--- config.mk ---
export PLATFORM = sky130hd
export DESIGN_NAME = rsi_reset_state_init
export DESIGN_NICKNAME = d
export VERILOG_FILES = /design/src/hdl/rsi_pkg.sv /design/src/hdl/rsi_reset_state_init.sv
export VERILOG_INCLUDE_DIRS = /design/src /design/src/hdl
export SDC_FILE = /design/constraint.sdc
export NUM_CORES = 2
export LEC_CHECK = 0
export BUFFER_PORTS_ARGS = -buffer_cell sky130_fd_sc_hd__buf_2
export CORE_ASPECT_RATIO = 1.1
export CORE_MARGIN = 2
export CORE_UTILIZATION = 50
export DETAILED_ROUTE_END_ITERATION = 8
export PLACE_DENSITY = 0.69
export RECOVER_POWER = 25
export SETUP_SLACK_MARGIN = 0.05
export SYNTH_ARGS = -nofsm -noshare
export SYNTH_HDL_FRONTEND = slang
export SYNTH_SLANG_ARGS = --single-unit
--- constraint.sdc ---
create_clock -name hclk -period 4.5 [get_ports hclk]
set_input_delay 0.45 -clock hclk [delete_from_list [all_inputs] [get_ports hclk]]
set_output_delay 0.45 -clock hclk [all_outputs]
set_load 0.01 [all_outputs]
--- src/hdl/rsi_defs.svh ---
`ifndef RSI_DEFS_SVH
`define RSI_DEFS_SVH

// Word indexes; byte address is four times the index
`define RSI_IDX_PLATCH   0
`define RSI_IDX_DIR      6
`define RSI_IDX_PULL     11
`define RSI_IDX_P6IN     14
`define RSI_IDX_P6OUT    15
`define RSI_IDX_ALT      16
`define RSI_IDX_MEMSZ    17
`define RSI_IDX_CLKMODE  18
`define RSI_IDX_CPUCLK   19
`define RSI_IDX_OSCPLL   20
`define RSI_IDX_MAINOSC  21
`define RSI_IDX_MAINCLK  22
`define RSI_IDX_OSCSTAT  23
`define RSI_IDX_OSCSEL   24
`define RSI_IDX_TXCTL    25
`define RSI_IDX_TXIOC    34
`define RSI_IDX_TXCMP    36
`define RSI_IDX_TXCC     44
`define RSI_IDX_HIZ      46
`define RSI_IDX_EC16     49
`define RSI_IDX_EC16A    50
`define RSI_IDX_EC16B    51
`define RSI_IDX_EC16CTL  52
`define RSI_IDX_EC8      56
`define RSI_IDX_IT8      60
`define RSI_IDX_WDT      64
`define RSI_IDX_STAT     65
`define RSI_IDX_PC       66
`define RSI_NSFR         65
`define RSI_NREG         67

// Reset values
`define RSI_RV_ZERO      16'h0000
`define RSI_RV_DIR       16'h00ff
`define RSI_RV_MEMSZ     16'h00cf
`define RSI_RV_CPUCLK    16'h0001
`define RSI_RV_OSCPLL    16'h0080
`define RSI_RV_MAINOSC   16'h0080
`define RSI_RV_OSCSEL    16'h0005
`define RSI_RV_WDT       16'h001a
`define RSI_WDT_OPT_BIT  7

// Memory size codes software writes after release
`define RSI_MEMSZ_4K     8'h61
`define RSI_MEMSZ_8K     8'h42
`define RSI_MEMSZ_16K    8'h04

// Reset vector addresses
`define RSI_VEC_LO       16'h0000
`define RSI_VEC_HI       16'h0001

// Status word bit positions
`define RSI_STAT_PCV     0
`define RSI_STAT_RUN     1
`define RSI_STAT_WDOPT   2

// Settle wait is this many cycles shifted left by the select code
`define RSI_SETTLE_UNIT  16

`endif

--- src/hdl/rsi_pkg.sv ---
package rsi_pkg;

  typedef enum logic [2:0] {
    ST_HOLD   = 3'b000,
    ST_SETTLE = 3'b001,
    ST_ACK    = 3'b010,
    ST_VEC_LO = 3'b011,
    ST_VEC_HI = 3'b100,
    ST_VEC_LD = 3'b101,
    ST_RUN    = 3'b110
  } rsi_state_t;

  typedef struct packed {
    logic [7:0] memory_size_select;
    logic [7:0] clk_mode;
    logic [7:0] cpu_clk;
    logic [7:0] internal_osc_pll_control;
    logic [7:0] main_osc_control;
    logic [7:0] main_clock_mode;
    logic [7:0] osc_settle_time_select;
    logic [7:0] watchdog_enable_reg;
  } rsi_clk_cfg_t;

  typedef struct packed {
    logic [5:0][7:0] latch;
    logic [4:0][7:0] direction;
    logic [2:0][7:0] pullup_enable;
    logic [7:0]      port6_input_mode;
    logic [7:0]      port6_output_mode;
    logic [7:0]      alt_switch;
  } rsi_port_cfg_t;

endpackage

--- src/hdl/rsi_reset_state_init.sv ---
`timescale 1ns/1ps
`include "rsi_defs.svh"
// Summary of operation
// - PC loaded from vector bytes 0000, 0001
// - During reset/settle only PC undefined
// - RAM and register banks never initialised
// - Port output latches cleared to zero
// - Port direction registers set to inputs
// - Pull-ups, port6 modes, alt switch cleared
// - Memory size select defaults to CF
// - Clock operation mode register cleared
// - Processor clock control defaults to 01
// - Internal oscillator/PLL control defaults 80
// - Main oscillator control 80, crystal stopped
// - Main clock mode, settle status cleared
// - Settle time select defaults to 05
// - Timer X control registers cleared
// - Timer X compare, capture registers cleared
// - High-impedance output registers cleared
// - 16-bit event counter registers cleared
// - 8-bit event counter registers cleared
// - 8-bit interval timer registers cleared
// - Watchdog enable defaults 1A or 9A
// - Option byte picks watchdog default
module rsi_reset_state_init #(
  parameter int unsigned SETTLE_UNIT = `RSI_SETTLE_UNIT
) (
  input  wire logic                  hclk,
  input  wire logic                  hresetn,
  input  wire logic                  ce,
  input  wire logic                  hsel,
  input  wire logic [31:0]           haddr,
  input  wire logic [1:0]            htrans,
  input  wire logic                  hwrite,
  input  wire logic [2:0]            hsize,
  input  wire logic [31:0]           hwdata,
  input  wire logic                  hready,
  output logic                       hreadyout,
  output logic [31:0]                hrdata,
  output logic                       hresp,
  input  wire logic                  reset_req_pin,
  input  wire logic                  wdt_option_pin,
  output logic                       vec_rd,
  output logic [15:0]                vec_addr,
  input  wire logic [7:0]            vec_rdata,
  output logic [15:0]                pc,
  output logic                       pc_valid,
  output logic                       cpu_run,
  output logic                       ram_hold,
  output rsi_pkg::rsi_clk_cfg_t      clk_cfg,
  output rsi_pkg::rsi_port_cfg_t     port_cfg
);

  // Documented value each register takes on acknowledgment; WDT bit 7 comes from the option level
  function automatic logic [15:0] rsi_rst(input int unsigned i);
    logic [15:0] v;
    v = `RSI_RV_ZERO;
    case (i) inside
      [`RSI_IDX_PLATCH:`RSI_IDX_DIR-1]:   v = `RSI_RV_ZERO;
      [`RSI_IDX_DIR:`RSI_IDX_PULL-1]:     v = `RSI_RV_DIR;
      [`RSI_IDX_PULL:`RSI_IDX_ALT]:       v = `RSI_RV_ZERO;
      `RSI_IDX_MEMSZ:                     v = `RSI_RV_MEMSZ;
      `RSI_IDX_CLKMODE:                   v = `RSI_RV_ZERO;
      `RSI_IDX_CPUCLK:                    v = `RSI_RV_CPUCLK;
      `RSI_IDX_OSCPLL:                    v = `RSI_RV_OSCPLL;
      `RSI_IDX_MAINOSC:                   v = `RSI_RV_MAINOSC;
      [`RSI_IDX_MAINCLK:`RSI_IDX_OSCSTAT]: v = `RSI_RV_ZERO;
      `RSI_IDX_OSCSEL:                    v = `RSI_RV_OSCSEL;
      [`RSI_IDX_TXCTL:`RSI_IDX_TXCMP-1]:  v = `RSI_RV_ZERO;
      [`RSI_IDX_TXCMP:`RSI_IDX_HIZ-1]:    v = `RSI_RV_ZERO;
      [`RSI_IDX_HIZ:`RSI_IDX_EC16-1]:     v = `RSI_RV_ZERO;
      [`RSI_IDX_EC16:`RSI_IDX_EC8-1]:     v = `RSI_RV_ZERO;
      [`RSI_IDX_EC8:`RSI_IDX_IT8-1]:      v = `RSI_RV_ZERO;
      [`RSI_IDX_IT8:`RSI_IDX_WDT-1]:      v = `RSI_RV_ZERO;
      `RSI_IDX_WDT:                       v = `RSI_RV_WDT;
      default:                            v = `RSI_RV_ZERO;
    endcase
    return v;
  endfunction

  // Registers holding a full 16-bit value
  function automatic logic rsi_is16(input int unsigned i);
    return (i >= `RSI_IDX_TXCMP && i < `RSI_IDX_HIZ) ||
           (i >= `RSI_IDX_EC16 && i < `RSI_IDX_EC16CTL);
  endfunction

  // Value stored when software writes register i
  function automatic logic [15:0] rsi_wval(input int unsigned i,
                                           input logic [31:0] d);
    return rsi_is16(i) ? d[15:0] : {8'h00, d[7:0]};
  endfunction

  rsi_pkg::rsi_state_t state;
  rsi_pkg::rsi_state_t next_state;
  // Register file, one word per index below the status word
  logic [15:0]         regs [0:`RSI_NSFR-1];
  logic [15:0]         settle_cnt;
  logic [15:0]         settle_len;
  logic                req_s1;
  logic                req_s2;
  logic                opt_s1;
  logic                opt_s2;
  logic                wdt_opt;
  logic [7:0]          vec_lo_byte;
  logic                dp_act;
  logic                dp_wr;
  logic                dp_map;
  logic [6:0]          dp_idx;
  logic                wr_ok;
  logic [6:0]          ap_idx;
  logic                ap_map;
  logic                ap_take;
  logic [31:0]         rd_val;

  // Reset request synchroniser; comes up asserted so nothing runs early
  always_ff @(posedge hclk or negedge hresetn) begin
    if (!hresetn) begin
      req_s1 <= 1'b1;
      req_s2 <= 1'b1;
    end else if (ce) begin
      req_s1 <= reset_req_pin;
      req_s2 <= req_s1;
    end
  end

  // Option level synchroniser
  always_ff @(posedge hclk or negedge hresetn) begin
    if (!hresetn) begin
      opt_s1 <= 1'b0;
      opt_s2 <= 1'b0;
    end else if (ce) begin
      opt_s1 <= wdt_option_pin;
      opt_s2 <= opt_s1;
    end
  end

  // Settle length follows the select code held from before the reset
  always_comb begin
    settle_len = 16'(SETTLE_UNIT << regs[`RSI_IDX_OSCSEL][2:0]);
  end

  // Sequencer; a synced request parks it in hold from any step
  always_comb begin
    next_state = state;
    unique case (state)
      rsi_pkg::ST_HOLD: begin
        if (!req_s2) begin
          next_state = rsi_pkg::ST_SETTLE;
        end
      end
      rsi_pkg::ST_SETTLE: begin
        if (req_s2) begin
          next_state = rsi_pkg::ST_HOLD;
        end else if (settle_cnt >= settle_len - 16'h0001) begin
          next_state = rsi_pkg::ST_ACK;
        end
      end
      rsi_pkg::ST_ACK: begin
        next_state = req_s2 ? rsi_pkg::ST_HOLD : rsi_pkg::ST_VEC_LO;
      end
      rsi_pkg::ST_VEC_LO: begin
        next_state = req_s2 ? rsi_pkg::ST_HOLD : rsi_pkg::ST_VEC_HI;
      end
      rsi_pkg::ST_VEC_HI: begin
        next_state = req_s2 ? rsi_pkg::ST_HOLD : rsi_pkg::ST_VEC_LD;
      end
      rsi_pkg::ST_VEC_LD: begin
        next_state = req_s2 ? rsi_pkg::ST_HOLD : rsi_pkg::ST_RUN;
      end
      rsi_pkg::ST_RUN: begin
        if (req_s2) begin
          next_state = rsi_pkg::ST_HOLD;
        end
      end
      default: begin
        next_state = rsi_pkg::ST_HOLD;
      end
    endcase
  end

  // Async reset starts in settle; the request synchroniser then holds
  always_ff @(posedge hclk or negedge hresetn) begin
    if (!hresetn) begin
      state <= rsi_pkg::ST_SETTLE;
    end else if (ce) begin
      state <= next_state;
    end
  end

  // Settle counter
  always_ff @(posedge hclk or negedge hresetn) begin
    if (!hresetn) begin
      settle_cnt <= 16'h0000;
    end else if (ce) begin
      if (state == rsi_pkg::ST_SETTLE && !req_s2) begin
        settle_cnt <= settle_cnt + 16'h0001;
      end else begin
        settle_cnt <= 16'h0000;
      end
    end
  end

  // Fetch strobe and address come from flops set to the next state
  always_ff @(posedge hclk or negedge hresetn) begin
    if (!hresetn) begin
      vec_rd   <= 1'b0;
      vec_addr <= `RSI_VEC_LO;
    end else if (ce) begin
      vec_rd   <= (next_state == rsi_pkg::ST_VEC_LO) ||
                  (next_state == rsi_pkg::ST_VEC_HI);
      vec_addr <= (next_state == rsi_pkg::ST_VEC_HI) ? `RSI_VEC_HI
                                                     : `RSI_VEC_LO;
    end
  end

  // Memory returns a byte the cycle after the request
  always_ff @(posedge hclk or negedge hresetn) begin
    if (!hresetn) begin
      vec_lo_byte <= 8'h00;
    end else if (ce && state == rsi_pkg::ST_VEC_HI) begin
      vec_lo_byte <= vec_rdata;
    end
  end

  // Only the program counter loses meaning while reset is in progress
  always_ff @(posedge hclk or negedge hresetn) begin
    if (!hresetn) begin
      pc       <= 16'h0000;
      pc_valid <= 1'b0;
    end else if (ce) begin
      if (state == rsi_pkg::ST_VEC_LD && !req_s2) begin
        pc       <= {vec_rdata, vec_lo_byte};
        pc_valid <= 1'b1;
      end else if (state != rsi_pkg::ST_RUN) begin
        pc_valid <= 1'b0;
      end
    end
  end

  // Option byte level is taken at acknowledgment, never at async reset
  always_ff @(posedge hclk or negedge hresetn) begin
    if (!hresetn) begin
      wdt_opt <= 1'b0;
    end else if (ce && state == rsi_pkg::ST_ACK) begin
      wdt_opt <= opt_s2;
    end
  end

  // Bus address phase
  always_comb begin
    ap_idx  = haddr[8:2];
    ap_map  = (haddr[31:9] == 23'h000000) &&
              (ap_idx < 7'(`RSI_NREG));
    ap_take = hsel && htrans[1] && hready && ce;
  end

  // Data phase remembers what the address phase asked for
  always_ff @(posedge hclk or negedge hresetn) begin
    if (!hresetn) begin
      dp_act <= 1'b0;
      dp_wr  <= 1'b0;
      dp_map <= 1'b0;
      dp_idx <= 7'h00;
    end else if (ce) begin
      dp_act <= ap_take;
      dp_wr  <= ap_take && hwrite;
      dp_map <= ap_take && ap_map;
      dp_idx <= ap_idx;
    end
  end

  // Writes land only while the core runs; status words are read-only
  always_comb begin
    wr_ok = dp_act && dp_wr && dp_map &&
            (state == rsi_pkg::ST_RUN) &&
            (dp_idx < 7'(`RSI_NSFR)) &&
            (dp_idx != 7'(`RSI_IDX_OSCSTAT));
  end

  // Special-function registers
  always_ff @(posedge hclk or negedge hresetn) begin
    if (!hresetn) begin
      for (int i = 0; i < `RSI_NSFR; i++) begin
        regs[i] <= rsi_rst(i);
      end
    end else if (ce) begin
      if (state == rsi_pkg::ST_ACK) begin
        for (int i = 0; i < `RSI_NSFR; i++) begin
          regs[i] <= rsi_rst(i);
        end
        regs[`RSI_IDX_WDT][`RSI_WDT_OPT_BIT] <= opt_s2;
      end else if (wr_ok) begin
        regs[dp_idx] <= rsi_wval(int'(dp_idx), hwdata);
      end
    end
  end

  // Read value, with the word being written this cycle passed through
  always_comb begin
    rd_val = 32'h00000000;
    if (ap_map) begin
      if (ap_idx == 7'(`RSI_IDX_STAT)) begin
        rd_val[`RSI_STAT_PCV]   = pc_valid;
        rd_val[`RSI_STAT_RUN]   = (state == rsi_pkg::ST_RUN);
        rd_val[`RSI_STAT_WDOPT] = wdt_opt;
      end else if (ap_idx == 7'(`RSI_IDX_PC)) begin
        rd_val = {16'h0000, pc};
      end else if (wr_ok && dp_idx == ap_idx) begin
        rd_val = {16'h0000, rsi_wval(int'(dp_idx), hwdata)};
      end else begin
        rd_val = {16'h0000, regs[ap_idx]};
      end
    end
  end

  // Read data is captured in the address phase and stands until next read
  always_ff @(posedge hclk or negedge hresetn) begin
    if (!hresetn) begin
      hrdata <= 32'h00000000;
    end else if (ce && ap_take && !hwrite) begin
      hrdata <= rd_val;
    end
  end

  // No wait states while enabled; errors are never signalled
  always_comb begin
    hreadyout = ce;
    hresp     = 1'b0;
  end

  // Run and RAM hold flags are flops tracking the next state
  always_ff @(posedge hclk or negedge hresetn) begin
    if (!hresetn) begin
      cpu_run  <= 1'b0;
      ram_hold <= 1'b1;
    end else if (ce) begin
      cpu_run  <= (next_state == rsi_pkg::ST_RUN);
      ram_hold <= (next_state != rsi_pkg::ST_RUN);
    end
  end

  // Register contents to the clock logic
  always_comb begin
    clk_cfg.memory_size_select       = regs[`RSI_IDX_MEMSZ][7:0];
    clk_cfg.clk_mode                 = regs[`RSI_IDX_CLKMODE][7:0];
    clk_cfg.cpu_clk                  = regs[`RSI_IDX_CPUCLK][7:0];
    clk_cfg.internal_osc_pll_control = regs[`RSI_IDX_OSCPLL][7:0];
    clk_cfg.main_osc_control         = regs[`RSI_IDX_MAINOSC][7:0];
    clk_cfg.main_clock_mode          = regs[`RSI_IDX_MAINCLK][7:0];
    clk_cfg.osc_settle_time_select   = regs[`RSI_IDX_OSCSEL][7:0];
    clk_cfg.watchdog_enable_reg      = regs[`RSI_IDX_WDT][7:0];
  end

  // Port latch, direction and mode registers to the pad logic
  always_comb begin
    for (int i = 0; i < 6; i++) begin
      port_cfg.latch[i] = regs[`RSI_IDX_PLATCH + i][7:0];
    end
    for (int i = 0; i < 5; i++) begin
      port_cfg.direction[i] = regs[`RSI_IDX_DIR + i][7:0];
    end
    for (int i = 0; i < 3; i++) begin
      port_cfg.pullup_enable[i] = regs[`RSI_IDX_PULL + i][7:0];
    end
    port_cfg.port6_input_mode  = regs[`RSI_IDX_P6IN][7:0];
    port_cfg.port6_output_mode = regs[`RSI_IDX_P6OUT][7:0];
    port_cfg.alt_switch        = regs[`RSI_IDX_ALT][7:0];
  end

endmodule

======== Word level (Yosys, flattened, before mapping) ========
Index checks and enable logic that the tools add are counted.
storage, ports and cells
  register bits after elaboration ......... 1150
  word-level logic and storage cells ...... 173
  input port bits ......................... 85
cells by class
  equal/unequal tests ..................... 15
  shift-type cells ........................ 1
  mux-type cells .......................... 27
  reduce and logical (&&, ||, !) cells .... 32
  bitwise gates (word level) .............. 2
  add/sub/neg operators ................... 2
  order comparisons ....................... 10
operators by type and width
  cell                     number
  $mux W1040               2
  $bwmux W1040             1
  $bmux W16 S7             1
  $demux W16 S7            1
  $mux W16                 7
  $mux W32                 1
  $mux W29                 1
  $mux W3                  8
  $logic_not A23 Y1        1
  $logic_and A1 B1 Y1      21
  $pmux W3 S7              1
  $add A16 B1 Y16 const B  1
  $ge A16 B16 Y1           1
  $ge A8 B8 Y1 const B     2
  $not A7 Y8               2
  $shl A5 B3 Y16 const A   1
  $sub A16 B1 Y16 const B  1
  $eq A3 B3 Y1 const B     5
  $eq A7 B7 Y1 const B     2
  $ge A7 B6 Y1 const B     2
  $lt A7 B6 Y1 const B     2
  $lt A7 B7 Y1 const B     2
  $eq A3 B2 Y1 const B     3
  $lt A8 B1 Y1 const B     1
  11 further kinds         19

======== Logic depth before layout (Yosys ltp) ========
  word-level depth ........................ 10
  depth in mapped cells ................... 11

======== Worst setup path before layout ========
No wires, ideal clock.
  path kind ............................... input-to-reg
  start ................................... in haddr[2]
  end ..................................... reg hrdata[10]
  required time ........................... 4.370 ns
  library setup time ...................... 0.130 ns
  cell stages on the path ................. 9
  arrival time ............................ 2.330 ns
  buffers on the path ..................... 3
  slack ................................... 2.040 ns
  path through ............................ buf_6 buf_6 buf_2 mux4_2 mux4_2 nand2_1 nand2_1 nor4_1 a21oi_1
between the ends
  word-level cells in the longest chain between the ends .. 8
  elaborated cells between the ends (all ways) .. 14
RTL lines
  element                                      RTL line                     RTL
  from (decl)                                  rsi_reset_state_init.sv:32   input wire logic [31:0] haddr,
  $not A7 Y8 (implied by the code)             rsi_reset_state_init.sv:311  rd_val = {16'h0000, regs[ap_idx]};
  $bmux W16 S7                                 rsi_reset_state_init.sv:311
  $mux W16 (implied by the code) (2 in a row)  rsi_reset_state_init.sv:311
  $mux W16                                     rsi_reset_state_init.sv:308  end else if (wr_ok && dp_idx == ap_idx) begin
  $mux W16                                     rsi_reset_state_init.sv:306  end else if (ap_idx == 7'(`RSI_IDX_PC)) begin
  $mux W29                                     rsi_reset_state_init.sv:302  if (ap_idx == 7'(`RSI_IDX_STAT)) begin
  $mux W32 *                                   rsi_reset_state_init.sv:301  if (ap_map) begin
  to (signal assigned)                         rsi_reset_state_init.sv:321  hrdata <= rd_val;
  to (decl)                                    rsi_reset_state_init.sv:39   output logic [31:0] hrdata,
Every way passes the cells marked *; elsewhere a longest branch is shown, timed or not. The select of a mux whose other input is x is not followed.
A chain may end at the register's enable or synchronous reset.

======== Worst setup path after layout ========
  start ................................... reg dp_idx[2]
  end ..................................... reg regs[875] (netlist name)
between the ends
  word-level cells in the longest chain between the ends .. 8
  elaborated cells between the ends (all ways) .. 23
RTL lines
  element                                                                    RTL line                     RTL
  from (decl)                                                                rsi_reset_state_init.sv:108  logic [6:0] dp_idx;
  from (signal assigned)                                                     rsi_reset_state_init.sv:268  dp_idx <= ap_idx;
  $not A7 Y8 (implied by the code)                                           rsi_reset_state_init.sv:293  regs[dp_idx] <= rsi_wval(int'(dp_idx), hwdata);
  $ge A8 B8 Y1 (implied by the code) / $lt A8 B1 Y1 (equally long branches)  rsi_reset_state_init.sv:293
  $logic_and A1 B1 Y1 (implied by the code)                                  rsi_reset_state_init.sv:293
  $mux W16 (implied by the code)                                             rsi_reset_state_init.sv:293
  $demux W16 S7                                                              rsi_reset_state_init.sv:293
  $bwmux W1040                                                               rsi_reset_state_init.sv:293
  $mux W1040                                                                 rsi_reset_state_init.sv:292  end else if (wr_ok) begin
  $mux W1040                                                                 rsi_reset_state_init.sv:287  if (state == rsi_pkg::ST_ACK) begin
  to (signal, indexed assignment)                                            rsi_reset_state_init.sv:289  regs[i] <= rsi_rst(i);
  to (signal, indexed assignment)                                            rsi_reset_state_init.sv:291  regs[`RSI_IDX_WDT][`RSI_WDT_OPT_BIT] <= opt_s2;
  to (signal, indexed assignment)                                            rsi_reset_state_init.sv:293
  to (decl)                                                                  rsi_reset_state_init.sv:96   logic [15:0] regs [0:`RSI_NSFR-1];
Parallel ways exist; a longest one is shown, timed or not. The select of a mux whose other input is x is not followed.

==> parameters.txt <==
Parameter                              Value

Timing
  TNS Setup ... 0 ns
  Fraction of the cycle the final worst path needs ... 0.8370
  Max_slew headroom ... -1.049
  Final period demand of the worst path ... 3.767 ns
  Hold violation total from the final report ... 0
  Worst clock skew ... 0.02984 ns
  Setup violations, final ... 0
  Max frequency ... 0.2655 GHz
  Pins Over Slew Limit ... 118
  Setup repair after global routing missed its margin ... no
  Transition time of the tightest slew-check pin ... 3.073 ns

Synthesis
  Register area share after synthesis ... 0.5288
  Cells after Synth ... 4803
  Post-synth top cells ... 1061 x dfrtp_1, 888 x nand2_1, 428 x o21ai_0
  Cell area after synthesis ... 53090 um^2
  Fraction of registers with async set or reset after synthesis ... 1.000
  Post-synth top area share ... 0.5001
  Average footprint of a synthesized cell ... 11.05 um^2
  Unique masters post-synth ... 81
  Yosys reg bits ... 1119
  Most common cell in the synthesized netlist ... dfrtp_1
  Dominant synthesized flop cell ... dfrtp_1
  Count of flip-flops with a built-in enable after synthesis ... 0
  Number of warning messages in the yosys log ... 0
  Cell accounting for the most synthesized area ... dfrtp_1
  Dominant cells by area after synthesis ... dfrtp_1 50%, mux4_2 12%, nand2_1 6.3%

Cells and area
  Final standard cell area without fillers ... 58350 um^2
  Non-filler cells in the finished layout ... 6262
  Fraction of final layout cells sized beyond drive strength 1 ... 0.2238
  Total Nets Final ... 4862
  Area Growth Syn to Fin ... 9.908%
  Fillers ... 8714

Global routing
  Wire length of the first global-routing pass ... 248.1 mm
  Pin count of the biggest net entering global routing ... 221
  GR Overflow Total ... 0
  Initial antenna violation count ... 8
  Number of global-route vias before repair ... 37910
  Total routing resource utilization after global routing ... 0.3018

Clock tree
  Depth of the CTS H-tree ... 3
  Root Driver ... clkbuf_16
  Worst skew pair latency ... 0.71 ns
  CTS clk-pin slew, worst paths ... 0.07 ns
  Post-CTS resize count ... 0
  Number of clock sinks seen by CTS ... 1119
  Maximum buffer depth of the clock tree ... 3
  Number of clock buffers inserted by TritonCTS ... 109
  CTS tree ... built

Setup path
  Required time of the worst setup path ... 5.08 ns
  Data arrival time at the worst-slack endpoint ... 4.34 ns
  R2R Path End ... regs[875]$_DFFE_PN0P_
  Worst path max stage delay ... 0.69 ns
  Cells on worst reg2reg path ... 6
  Worst setup path startpoint ... dp_idx[2]$_DFFE_PN0P_
  Maximum net fanout on the critical path ... 20
  Critical Path Sink Type ... register
  Worst-case register-to-register setup slack ... 0.73 ns
  Worst Path Buf+Inv ... 1
  Type of the worst setup path ... reg -> reg
  Cell repeated most along the worst path ... nor3_2
  Standard cell with the maximum stage delay on the critical path ... nand3_1
  Startpoint types ... register
  Reg-to-reg startpoint ... dp_idx[2]$_DFFE_PN0P_
  Crit path cell chain ... nor3_2, a31oi_1, nor3_2, buf_4, nand3_1, and3_1
  Largest delay contributor family on the critical path ... simple AND/OR/NAND/NOR gates

Min path
  Worst hold-check path type ... in -> reg
  Number of cells on the worst hold path ... 3
  Endpoint of the worst hold path ... regs[461]$_DFFE_PN0P_
  Origin of the worst min-delay path ... hwdata[13]

Detailed routing
  Wire per inst ... 26.29 um
  DRC violation count after routing ... 0
  Via total after detailed routing ... 39050
  Final antenna-violating net count ... 0
  Total detailed-routing wirelength ... 164.7 mm
  Initial detailed-routing violation count ... 5077
  Detailed-router iteration count before antenna repair ... 6
  Vias per cell ... 6.237

Pwr
  Leakage dissipation ... 28.24 nW
  Peak supply drop ... 0.3429 mV
  Power density over cell area ... 371.1 nW/um^2

Placed design
  Final GP Congestion ... 0.8979
  Placed instance count ... 6039
  Detailed placer's ending HPWL ... 107.4 mm
  Number of buffers added on ports ... 300
  Placed Area ... 54340 um^2

Floorplan
  Standard-cell rows ... 125
  Initial cell density of the core ... 0.5036
  Horizontal extent of the die ... 314.7 um
  Overall die area ... 108800 um^2
  Count of pins on the block boundary ... 355
  Placeable core region ... 105400 um^2
  Die Span Y ... 345.8 um

Status
  Result of the run ... complete, but fails checks
  Violations in the final reports ... max-capacitance violations, max-slew violations

Flow run
  Number of maximum-capacitance constraint violations ... 2
state kept, by name, indices dropped and copies added (netlist names), 3 cells and up:
register,flops
regs,840
settle_cnt,16
vec_lo_byte,8
hrdata,16
pc,16
clk_cfg,64
state,3
dp_idx,7
port_cfg,136
worst max-delay path by stage:
stage	slack (ns)	to	depth (start not counted)
after floorplan	2.04	hrdata[10]$_DFFE_PN0P_	9
after global placement	0.94	regs[875]$_DFFE_PN0P_	6
after detailed placement	0.88	regs[875]$_DFFE_PN0P_	6
after CTS	0.84	regs[875]$_DFFE_PN0P_	6
after global routing	0.42	regs[629]$_DFFE_PN0P_	3
final	0.73	regs[875]$_DFFE_PN0P_	6
report_power, final:
group / internal, mW / switching (mW) / leakage, nW
Sequential: 10.2 / 0.129 / 15.4
Clock: 5.81 / 4.16 / 1.93
Combinational: 0.410 / 0.945 / 10.9
cells in the final DEF, fill, tap and decap left out, types with 12 or more instances in the layout:
| master | instances |
|---|---|
| a21oi_1 | 75 |
| nor2_1 | 102 |
| and2_1 | 47 |
| nor3_4 | 16 |
| nor4_1 | 12 |
| and3_1 | 394 |
| dfstp_2 | 58 |
| nand2_1 | 888 |
| clkinv_2 | 21 |
| nand4_1 | 15 |
| a221oi_1 | 12 |
| clkbuf_1 | 24 |
| nand2b_1 | 19 |
| nand3_1 | 315 |
| buf_12 | 21 |
| conb_1 | 35 |
| dlygate4sd3_1 | 13 |
| inv_1 | 13 |
| bufinv_16 | 14 |
| mux2i_1 | 125 |
| dfrtp_1 | 1061 |
| nor3_1 | 30 |
| buf_4 | 127 |
| xor2_1 | 13 |
| o21ai_1 | 19 |
| a22oi_1 | 21 |
| clkbuf_8 | 29 |
| clkbuf_16 | 110 |
| o21ai_0 | 428 |
| mux4_2 | 288 |
| nor3_2 | 20 |
| mux2_2 | 36 |
| buf_2 | 294 |
per-layer routing:
layer / wire, um / global-route usage
met1: 64980 / 0.4219
met2: 74440 / 0.4490
met3: 16480 / 0.06632
met4: 8680 / 0.1454
met5: 70 / 0
stage by stage:
| stage | total power, mW | util | hold WS [ns] | setup slack, ns |
|---|---|---|---|---|
| 3_5_place_dp | 11.85 | 0.5155 | 0.4678 | 0.8844 |
| 6_report | 21.65 | 0.5535 | 0.02486 | 0.7333 |
| 2_1_floorplan | 11.25 | - | 0.1544 | 2.040 |
| 5_1_grt | 22.26 | 0.5535 | 0.04298 | 0.4209 |
| 4_1_cts | 21.74 | 0.5540 | 0.00002237 | 0.8388 |
| 3_3_place_gp | 11.83 | 0.5155 | 0.4625 | 0.9402 |
cell families after synthesis:
kind of cell	share of synthesized area
flops	0.5288
simple gates	0.1765
buf+inv	0.06993
mux	0.1534
compound gates	0.06630
other cells	0.0001415
xor+xnor	0.002310
fa+ha+maj	0.002592
area by class of cell:
class	count	area (um^2)	area share
sequential	1119	28070	0.4812
clock buffer	153	3204	0.05492
multi-input combinational	3050	21470	0.3679
clock inverter	54	729.5	0.01250
antenna	3	7.507	0.0001287
timing repair buffer	471	3063	0.05249
tap	1397	1748	0.02996
inverter	15	56.30	0.0009650
worst min-delay path: cells and delay by family:
family	cells	cell delay [ns]
compound gates	1	0.07
buf+inv	1	0.10
simple gates	1	0.06
repair_timing:
| item | 4_1_cts | 5_1_grt |
|---|---|---|
| endpoints found under the hold margin | 84 | 0 |
| endpoints found under the setup margin | 0 | 0 |
| hold buffers | 13 | 0 |
| setup buffers | 0 | 0 |
Note: power is estimated with default switching activity, not from simulation.
